===== src/rtl/ctu_consts.vh =====
// Constants for the charge time unit edge control block
`ifndef CTU_CONSTS_VH
`define CTU_CONSTS_VH

// ****************************************************************
// Register byte addresses
// ****************************************************************
`define CTU_ADDR_CON_HIGH       12'h000
`define CTU_ADDR_CON_LOW        12'h004
`define CTU_ADDR_CUR_CTRL       12'h008
`define CTU_ADDR_POWER          12'h00C
`define CTU_ADDR_STATE          12'h010

// ****************************************************************
// Control high fields
// ****************************************************************
`define CTU_H_ENABLE            7
`define CTU_H_RESERVED          6
`define CTU_H_STOP_IDLE         5
`define CTU_H_TIME_GEN          4
`define CTU_H_EDGE_EN           3
`define CTU_H_EDGE_SEQ          2
`define CTU_H_DISCHARGE         1
`define CTU_H_TRIGGER           0
`define CTU_H_WMASK             8'hBF

// ****************************************************************
// Control low fields
// ****************************************************************
`define CTU_L_E2_POL            7
`define CTU_L_E2_SEL_HI         6
`define CTU_L_E2_SEL_LO         5
`define CTU_L_E1_POL            4
`define CTU_L_E1_SEL_HI         3
`define CTU_L_E1_SEL_LO         2
`define CTU_L_E2_STAT           1
`define CTU_L_E1_STAT           0

// ****************************************************************
// Source select codes
// ****************************************************************
`define CTU_SEL_PIN_ONE         2'b11
`define CTU_SEL_PIN_TWO         2'b10
`define CTU_SEL_COMPARE_ONE     2'b01
`define CTU_SEL_COMPARE_TWO     2'b00

// ****************************************************************
// Current range codes and reset value
// ****************************************************************
`define CTU_RNG_OFF             2'b00
`define CTU_RNG_BASE            2'b01
`define CTU_RNG_TEN             2'b10
`define CTU_RNG_HUNDRED         2'b11
`define CTU_REG_RESET           8'h00

// ****************************************************************
// Power mode field (power register bits 1-0)
// ****************************************************************
`define CTU_PWR_IDLE            0
`define CTU_PWR_SLEEP           1

`endif


===== src/rtl/ctu_top.v =====
// Charge time unit edge control with APB register access
//
// Summary of operation
// Sleep always turns the current source off
// Idle with stop bit clear keeps running
// Idle with stop bit set stops source
// Reset clears all unit registers
// Software discharges residual charge after reset
// Enable bit turns the unit on
// Edge enable bit blocks or passes edges
// Sequence bit requires edge 1 first
// Discharge bit grounds the source output
// Trigger bit gates the converter trigger
// Edge 2 polarity selects rising or falling
// Edge 2 source field picks source
// Edge 1 polarity selects rising or falling
// Edge 1 source field, same encoding
// Edge 2 status set by qualifying edge
// Edge 1 status set by qualifying edge
// Trim field is signed adjustment
// Range field selects current or off
// Time generation pulses until comparator trips
// Software may charge by writing status
// Source on while edge1 set, edge2 clear
// High register bit 6 reads zero
`timescale 1ns/10ps
`default_nettype none
`include "ctu_consts.vh"

module ctu_top
(
  input  wire        pclk,
  input  wire        presetn,
  input  wire        psel,
  input  wire        penable,
  input  wire        pwrite,
  input  wire [11:0] paddr,
  input  wire [31:0] pwdata,
  output reg  [31:0] prdata,
  output wire        pready,
  output wire        pslverr,
  input  wire        edge_pin_one,
  input  wire        edge_pin_two,
  input  wire        compare_one_event,
  input  wire        compare_two_event,
  input  wire        comparator_trip,
  output reg         current_source_on,
  output reg  [1:0]  current_range,
  output reg  [5:0]  current_trim,
  output reg         source_grounded,
  output reg         converter_trigger,
  output wire        pulse_output_pin
);

  // ****************************************************************
  // Registers
  // ****************************************************************
  reg  [7:0] unit_control_high;
  reg  [7:0] unit_control_low;
  reg  [7:0] current_source_control;
  reg  [1:0] power_mode;
  wire       wr_en;
  wire       rd_en;
  wire       addr_ok;
  wire       e1_pulse;
  wire       e2_pulse;
  wire       e1_take;
  wire       e2_take;
  wire       source_halted;
  wire       module_enable;
  wire       edge_enable;
  wire       edge_sequence_enable;
  wire [3:0] sources;
  reg  [7:0] next_low;

  assign module_enable        = unit_control_high[`CTU_H_ENABLE];
  assign edge_enable          = unit_control_high[`CTU_H_EDGE_EN];
  assign edge_sequence_enable = unit_control_high[`CTU_H_EDGE_SEQ];
  assign sources = {compare_two_event, compare_one_event, edge_pin_two, edge_pin_one};

  // ****************************************************************
  // APB decode, zero wait states
  // ****************************************************************
  assign addr_ok = (paddr == `CTU_ADDR_CON_HIGH) || (paddr == `CTU_ADDR_CON_LOW) ||
                   (paddr == `CTU_ADDR_CUR_CTRL) || (paddr == `CTU_ADDR_POWER) ||
                   (paddr == `CTU_ADDR_STATE);
  assign pready  = 1'b1;
  assign pslverr = psel & penable & ~addr_ok;
  assign wr_en   = psel & penable & pwrite & addr_ok;
  assign rd_en   = psel & ~penable & ~pwrite;

  // ****************************************************************
  // Edge detectors per channel
  // ****************************************************************
  ctu_edge_detect u_edge1
  (
    .pclk          (pclk),
    .presetn       (presetn),
    .source_select (unit_control_low[`CTU_L_E1_SEL_HI:`CTU_L_E1_SEL_LO]),
    .polarity      (unit_control_low[`CTU_L_E1_POL]),
    .source_in     (sources),
    .edge_pulse    (e1_pulse)
  );

  ctu_edge_detect u_edge2
  (
    .pclk          (pclk),
    .presetn       (presetn),
    .source_select (unit_control_low[`CTU_L_E2_SEL_HI:`CTU_L_E2_SEL_LO]),
    .polarity      (unit_control_low[`CTU_L_E2_POL]),
    .source_in     (sources),
    .edge_pulse    (e2_pulse)
  );

  // Qualified edge events
  assign e1_take = module_enable & edge_enable & e1_pulse;
  assign e2_take = module_enable & edge_enable & e2_pulse &
                   (~edge_sequence_enable | unit_control_low[`CTU_L_E1_STAT]);

  // ****************************************************************
  // Control low next value: edge set wins over software write
  // ****************************************************************
  always @*
  begin
    next_low = unit_control_low;
    if (wr_en && paddr == `CTU_ADDR_CON_LOW)
      next_low = pwdata[7:0];
    if (e1_take)
      next_low[`CTU_L_E1_STAT] = 1'b1;
    if (e2_take)
      next_low[`CTU_L_E2_STAT] = 1'b1;
  end

  // ****************************************************************
  // Register writes
  // ****************************************************************
  always @(posedge pclk or negedge presetn)
  begin
    if (!presetn)
    begin
      unit_control_high      <= `CTU_REG_RESET;
      unit_control_low       <= `CTU_REG_RESET;
      current_source_control <= `CTU_REG_RESET;
      power_mode             <= 2'b00;
    end
    else
    begin
      unit_control_low <= next_low;
      if (wr_en && paddr == `CTU_ADDR_CON_HIGH)
        unit_control_high <= pwdata[7:0] & `CTU_H_WMASK;
      if (wr_en && paddr == `CTU_ADDR_CUR_CTRL)
        current_source_control <= pwdata[7:0];
      if (wr_en && paddr == `CTU_ADDR_POWER)
        power_mode <= pwdata[1:0];
    end
  end

  // ****************************************************************
  // Read data
  // ****************************************************************
  always @(posedge pclk or negedge presetn)
  begin
    if (!presetn)
      prdata <= 32'h0000_0000;
    else if (rd_en)
    begin
      case (paddr)
        `CTU_ADDR_CON_HIGH: prdata <= {24'h00_0000, unit_control_high};
        `CTU_ADDR_CON_LOW:  prdata <= {24'h00_0000, unit_control_low};
        `CTU_ADDR_CUR_CTRL: prdata <= {24'h00_0000, current_source_control};
        `CTU_ADDR_POWER:    prdata <= {30'h0000_0000, power_mode};
        `CTU_ADDR_STATE:    prdata <= {30'h0000_0000, source_halted, current_source_on};
        default:            prdata <= 32'h0000_0000;
      endcase
    end
  end

  // ****************************************************************
  // Low power stop of the current source
  // ****************************************************************
  assign source_halted = power_mode[`CTU_PWR_SLEEP] |
                         (power_mode[`CTU_PWR_IDLE] &
                          unit_control_high[`CTU_H_STOP_IDLE]);

  // ****************************************************************
  // Analog and trigger controls
  // ****************************************************************
  always @(posedge pclk or negedge presetn)
  begin
    if (!presetn)
    begin
      current_source_on <= 1'b0;
      current_range     <= `CTU_RNG_OFF;
      current_trim      <= 6'h00;
      source_grounded   <= 1'b0;
      converter_trigger <= 1'b0;
    end
    else
    begin
      current_source_on <= module_enable & ~source_halted &
                           (current_source_control[1:0] != `CTU_RNG_OFF) &
                           unit_control_low[`CTU_L_E1_STAT] &
                           ~unit_control_low[`CTU_L_E2_STAT];
      current_range     <= current_source_control[1:0];
      current_trim      <= current_source_control[7:2];
      source_grounded   <= unit_control_high[`CTU_H_DISCHARGE];
      converter_trigger <= module_enable & unit_control_high[`CTU_H_TRIGGER] &
                           unit_control_low[`CTU_L_E2_STAT];
    end
  end

  // ****************************************************************
  // Delay generation pulse
  // ****************************************************************
  ctu_pulse_gen u_pulse
  (
    .pclk            (pclk),
    .presetn         (presetn),
    .enable          (module_enable & unit_control_high[`CTU_H_TIME_GEN]),
    .charging        (current_source_on),
    .comparator_trip (comparator_trip),
    .pulse_out       (pulse_output_pin)
  );

endmodule
`default_nettype wire


===== src/rtl/ctu_edge_detect.v =====
// Edge source select and polarity detector for one edge channel
`timescale 1ns/10ps
`default_nettype none
`include "ctu_consts.vh"

module ctu_edge_detect
(
  input  wire       pclk,
  input  wire       presetn,
  input  wire [1:0] source_select,
  input  wire       polarity,
  input  wire [3:0] source_in,
  output reg        edge_pulse
);

  // ****************************************************************
  // Source mux and edge detection
  // ****************************************************************
  reg  sel_level;
  reg  last_level;

  always @*
  begin
    case (source_select)
      `CTU_SEL_PIN_ONE:     sel_level = source_in[0];
      `CTU_SEL_PIN_TWO:     sel_level = source_in[1];
      `CTU_SEL_COMPARE_ONE: sel_level = source_in[2];
      default:              sel_level = source_in[3];
    endcase
  end

  always @(posedge pclk or negedge presetn)
  begin
    if (!presetn)
    begin
      last_level <= 1'b0;
      edge_pulse <= 1'b0;
    end
    else
    begin
      last_level <= sel_level;
      if (polarity)
        edge_pulse <= sel_level & ~last_level;
      else
        edge_pulse <= ~sel_level & last_level;
    end
  end

endmodule
`default_nettype wire


===== src/rtl/ctu_pulse_gen.v =====
// Delay generation pulse output driven by the comparator trip
`timescale 1ns/10ps
`default_nettype none

module ctu_pulse_gen
(
  input  wire pclk,
  input  wire presetn,
  input  wire enable,
  input  wire charging,
  input  wire comparator_trip,
  output reg  pulse_out
);

  // ****************************************************************
  // Pulse high from charge start until trip
  // ****************************************************************
  always @(posedge pclk or negedge presetn)
  begin
    if (!presetn)
      pulse_out <= 1'b0;
    else if (!enable || !charging)
      pulse_out <= 1'b0;
    else
      pulse_out <= ~comparator_trip;
  end

endmodule
`default_nettype wire


===== config.mk =====
export PLATFORM = sky130hd
export DESIGN_NAME = ctu_top
export DESIGN_NICKNAME = d
export VERILOG_FILES = /design/src/rtl/ctu_top.v /design/src/rtl/ctu_edge_detect.v /design/src/rtl/ctu_pulse_gen.v
export VERILOG_INCLUDE_DIRS = /design/src /design/src/rtl
export SDC_FILE = /design/constraint.sdc
export NUM_CORES = 1
export LEC_CHECK = 0
export ABC_AREA = 1
export BUFFER_PORTS_ARGS = -buffer_cell sky130_fd_sc_hd__buf_2
export CORE_MARGIN = 2
export CORE_UTILIZATION = 49
export DETAILED_ROUTE_END_ITERATION = 10
export PLACE_DENSITY = 0.8
export SYNTH_ARGS = -nofsm -noshare
export SYNTH_HDL_FRONTEND = slang
export SYNTH_SLANG_ARGS = --single-unit

===== constraint.sdc =====
create_clock -name pclk -period 1.37 [get_ports pclk]
set_clock_uncertainty 0.2 [all_clocks]
set_input_delay 0.0685 -clock pclk [delete_from_list [all_inputs] [get_ports pclk]]
set_output_delay 0.0685 -clock pclk [all_outputs]
set_load 0.01 [all_outputs]

**Word-level counts from Yosys, hierarchy flattened**

Index checks and enable logic that the tools add are counted.

- Bits in registers: 73
- Bits of input ports: 54
- Output and inout port bits: 46
- Word-level logic and storage cells: 86

- Equal/unequal tests: 10
- Muxes and demuxes: 9
- Bitwise logic cells: 35
- Reduce and logical (&&, ||, !) cells: 15

Operators by type and width:

| cell | count |
|---|---|
| $pmux 8 s5 | 1 |
| $eq 12x4->1 const B | 2 |
| $and 1x1->1 | 22 |
| $eq 12x3->1 const B | 1 |
| $eq 12x5->1 const B | 1 |
| $logic_not 12->1 | 1 |
| $not 1->1 | 11 |
| $eq 2x2->1 const B | 4 |
| $pmux 1 s3 | 2 |
| $reduce_bool 2->1 | 3 |
| $logic_or 1x1->1 | 5 |
| $mux 1 | 5 |
| $eq 2x1->1 const B | 2 |
| $logic_and 1x1->1 | 4 |
| $logic_not 1->1 | 2 |
| $mux 2 | 1 |
| $or 1x1->1 | 2 |

**Depth between registers and ports, before layout**

- Depth in word-level cells: 9
- Gate-level depth with buffers: 10
- Depth with buffers taken out: 9

**Cells and area by module**

A second synthesis with hierarchy kept.

- Cells, all modules: 306
- Area, all modules: 2675.1 um^2

Modules (own cells, without submodules):

| module | times used | cells an instance | area each (um^2) | sequential area each (um^2) |
|---|---|---|---|---|
| ctu_top | 1 | 265 | 2364.8 | 1101.1 |
| ctu_edge_detect | 2 | 19 | 137.6 | 50.0 |
| ctu_pulse_gen | 1 | 3 | 35.0 | 25.0 |

**Least setup slack after synthesis**

No wires, ideal clock.

- Path kind: input-to-reg
- Start point: input paddr[11]
- End point: register current_source_control[7]
- Setup time: 0.119 ns
- Arrival time: 1.009 ns
- Required time: 1.051 ns
- Setup slack: 0.042 ns
- Cell stages on the path: 9
- Path buffers: 1
- Cell sequence: nor2_2 > nand2_4 > nor2_8 > nand2_4 > nand2_8 > nand3_4 > buf_6 > nand2_2 > o21ai_2

- Longest elaborated chain between the ends: 7
- Elaborated cells between the ends (all ways): 11
- Those cells by class: eq/ne (4); bitwise (1); reduce/logical (6)

RTL lines:

| element | line | source |
|---|---|---|
| from (decl) | ctu_top.v:37 | `input wire [11:0] paddr,` |
| $eq 12x3->1 or $logic_not 12->1 (tied branches) | -- |  |
| $logic_or 1x1->1 (4 in a row) | ctu_top.v:84 | `` assign addr_ok = (paddr == `CTU_ADDR_CON_HIGH) \|\| (paddr == `CTU_ADDR_CON_LOW) \|\| `` |
| $and 1x1->1 | ctu_top.v:89 | `assign wr_en = psel & penable & pwrite & addr_ok;` |
| $logic_and 1x1->1 (no line) * | -- |  |
| to (signal assigned) | ctu_top.v:143 | `` current_source_control <= `CTU_REG_RESET; `` |
| to (signal assigned) | ctu_top.v:152 | `current_source_control <= pwdata[7:0];` |
| to (decl) | ctu_top.v:60 | `reg [7:0] current_source_control;` |

Mark *: on every way between the ends. The rest lies on a longest branch, timed or not.
A chain may end at the register's enable or synchronous reset.

**Final worst setup path**

- Start point: input paddr[8]
- End point: register prdata[7]

- Longest elaborated chain between the ends: 2
- Elaborated cells between the ends (all ways): 6
- Those cells by class: eq/ne (4); mux (1); reduce/logical (1)

RTL lines:

| element | line | source |
|---|---|---|
| $eq 12x5->1, or another cell as far along | ctu_top.v:167 | `case (paddr)` |
| $pmux 8 s5 * | ctu_top.v:167 |  |
| to (signal assigned) | ctu_top.v:168 | `` `CTU_ADDR_CON_HIGH: prdata <= {24'h00_0000, unit_control_high}; `` |
| to (signal assigned) | ctu_top.v:169 | `` `CTU_ADDR_CON_LOW: prdata <= {24'h00_0000, unit_control_low}; `` |
| to (signal assigned) | ctu_top.v:170 | `` `CTU_ADDR_CUR_CTRL: prdata <= {24'h00_0000, current_source_control}; `` |
| to (decl) | ctu_top.v:39 | `output reg [31:0] prdata,` |

Marked as above.

==> impl_results.md <==
- Crit Path Class: input pin to register
- Reg2reg end: u_edge2.edge_pulse
- Vias: around 2100
- # IOs: 100
- Cell Area, Placed: around 3000 um^2
- Hpwl dp: roughly 4.0 mm
- # diodes: 0
- Simple-gate share of the synthesized area: 0.307
- Minimum clock period: approximately 1300 ps
- Placed cell count: roughly 430
- Synthesis-to-finish area growth: 24.8%
- H-Tree Depth: 2
- Setup violations, final: 0
- Initial antenna violation count: 0
- CP required: between 1000 and 1500 ps
- Cell variety after synth: 31
- Routed WL: 5.44 mm
- Final Hold Viols: 0
- Mean routed wirelength per cell: 12.1 um
- Total global-route track usage: 0.185
- FF-to-FF path depth: 6
- Non-filler cells, final: 450
- DRC Markers: 0
- CP Launch Type: input pin
- Placement Rows: 26
- Setup crit end kind: register
- Global-route wire length before repair: approximately 8.7 mm
- Most common cell after layout, fill and taps aside: nand2_1
- Area of the mapped netlist: between 2000 and 3000 um^2
- Sink of the worst hold path: prdata[4]
- Root Driver: clkbuf_8
- Ranking of synthesized cells by area: dfrtp_1 (47%), nand2_1 (11%), buf_4 (7.2%), o21ai_2 (5.4%), nand3_1 (4.0%)
- Fmax: 771 MHz
- Max-Cap Viols: 0
- Core Area: a little over 5000 um^2
- Reg2Reg Setup Slack: 90 ps
- Core Util, Final: 0.635
- Run status: completed
- Die Footprint: between 5000 and 6000 um^2
- Syn. warnings: 0
- Tot Pwr: approximately 2.8 mW
- Largest family of logic cells by synthesized area: simple AND/OR/NAND/NOR gates
- Final #Nets: 433
- Post-synth EDFFs: 0
- Number of synthesized register bits: 49
- Share of layout cells above drive strength 1: 0.342
- Die width: roughly 77 um
- Slew Limit Fails: 0
- CP Max Fanout: 7
- Most frequent cells in the layout: nand2_1 (76), buf_2 (50), dfrtp_1 (48)
- Die Ht: between 70 and 80 um
- Largest net degree at the start of global routing: 50
- Crit path DAT: between 1000 and 1500 ps
- Dominant register cell in the synthesized netlist: dfrtp_1
- Number of port buffers: 50
- Initial core utilization: 0.509
- Worst hold path cell count: 6
- Xor/xnor share of the synthesized area: 0
- Final instance area: roughly 3300 um^2
- Max Buffers Root-to-Sink: 2
- Total CTS buffers: 5
- Clock Sinks: 49
- Compound-gate portion of the synthesized area: 0.0946
- Peak supply drop: about 0.00062 V
- CTS tree: yes
- Largest area contributor in the netlist: dfrtp_1
- Post-DRT Antenna Nets: 0
- Post-Syn Instances: around 290
- Post-synthesis mux area share: 0
- Post-DR vias/cell: 4.65
- Worst skew pair latency: between 300 and 400 ps
- Sequential area share after synthesis: 0.468
- Worst-path clk slew: around 90 ps
- Synth top area share: 0.468
- Final period utilization: 0.947
- Hold Crit Class: input pin to register
- Static leakage: 1.83 nW
- Total grt overflow: 0
- GP Congestion: between 0.8 and 0.9
- Hold path start: penable
- Vias in the first global route: 1896
- FF-to-FF Start: unit_control_low[5]
- DR iter-0 viols: ~130
- Adder-cell share of the synthesized area: 0
- Syn avg cell area: between 8 and 9 um^2
- Pre-Repair DR Iteration Count: 4
- Post-synth ARST share: 1.00
- Power Density: around 870 nW/um^2
[report_power, final]
part	switching [mW]	internal, mW	total (mW)
combinational	0.179	0.115	0.294
clock	0.488	0.594	1.08
sequential	0.00577	1.46	1.47
[through the flow]
stage	worst slack, ps	hold slack, ps	TNS, ps
floorplan	41.7	-427	0
finish	72.9	40.2	0
global placement	-145	-130	-2370
detailed placement	-213	-128	-3690
CTS	22.1	54.9	0
global route	-5.50	90.9	-5.50
[flip-flops by register name, indices dropped and copies added, names as in the netlist, 2 cells and up]
signal	count
power_mode	2
prdata	8
current_trim	6
unit_control_low	8
current_range	2
current_source_control	8
unit_control_high	7
[cells by family (layout without fill, tap and decap cells)]
kind of cell,after synthesis,in the layout
AOI/OAI and AO/OA,36,36
buffers and inverters,57,120
DFF,49,49
other,2,25
and+or+nand+nor,150,150
[metal layers]
metal	vias to the layer above	routed length, um	track usage
met5	-	0	0
met4	0	110	0.0714
met3	11	254	0.0318
met2	66	2510	0.291
met1	961	2570	0.257
li1	1055	-	-
[synthesized netlist by cell type (2+ instances only)]
| master | number |
|---|---|
| nor3_1 | 3 |
| nor2_2 | 4 |
| or2_2 | 2 |
| nor2_1 | 18 |
| nand2_1 | 76 |
| o21ai_1 | 7 |
| inv_1 | 26 |
| a21oi_1 | 4 |
| nor2_4 | 2 |
| buf_4 | 25 |
| nand2_2 | 9 |
| nand2_4 | 3 |
| buf_6 | 3 |
| o21ai_2 | 16 |
| nand3_1 | 21 |
| nor2_8 | 3 |
| conb_1 | 2 |
| inv_2 | 2 |
| nand3_4 | 3 |
| o21ai_0 | 6 |
| dfrtp_1 | 49 |
[how the worst max path moves through the flow]
stage                                    from                         to  slack [ps]
after floorplan                     paddr[11]  current_source_control[7]          40
after global placement               paddr[7]  current_source_control[5]        -150
after detailed placement             paddr[7]  current_source_control[4]        -210
after CTS                           paddr[11]                    pslverr          20
after global routing      unit_control_low[5]         u_edge2.edge_pulse          -6
final                                paddr[8]                  prdata[7]          70
[what timing repair did]
| action | in CTS | in global routing |
|---|---|---|
| hold buffers | 14 | 0 |
| hold endpoints to repair | 77 | 0 |
| buffers inserted | 0 | 2 |
| setup endpoints to repair | 1 | 3 |
| gates resized for setup | 1 | 12 |
| pin swaps | 0 | 8 |
[layout make-up]
class | instances | area [um^2]
multi-input combinational | 211 | 1170
fill | 430 | 1870
timing repair buffer | 83 | 546
inverter | 29 | 110
sequential | 49 | 1230
clock buffer | 6 | 82.6
clock inverter | 2 | 37.5
tap | 70 | 87.6
[critical path: stages]
cell and delay, ps:
buf_2 110, nor2_4 120, nand2_4 120, buf_4 160, buf_4 120, nor3_2 190
buf_4 180, nand2_1 50, nand3_1 90, nand2_1 60, nand2_1 50
Note: power is estimated with default switching activity, not from simulation.
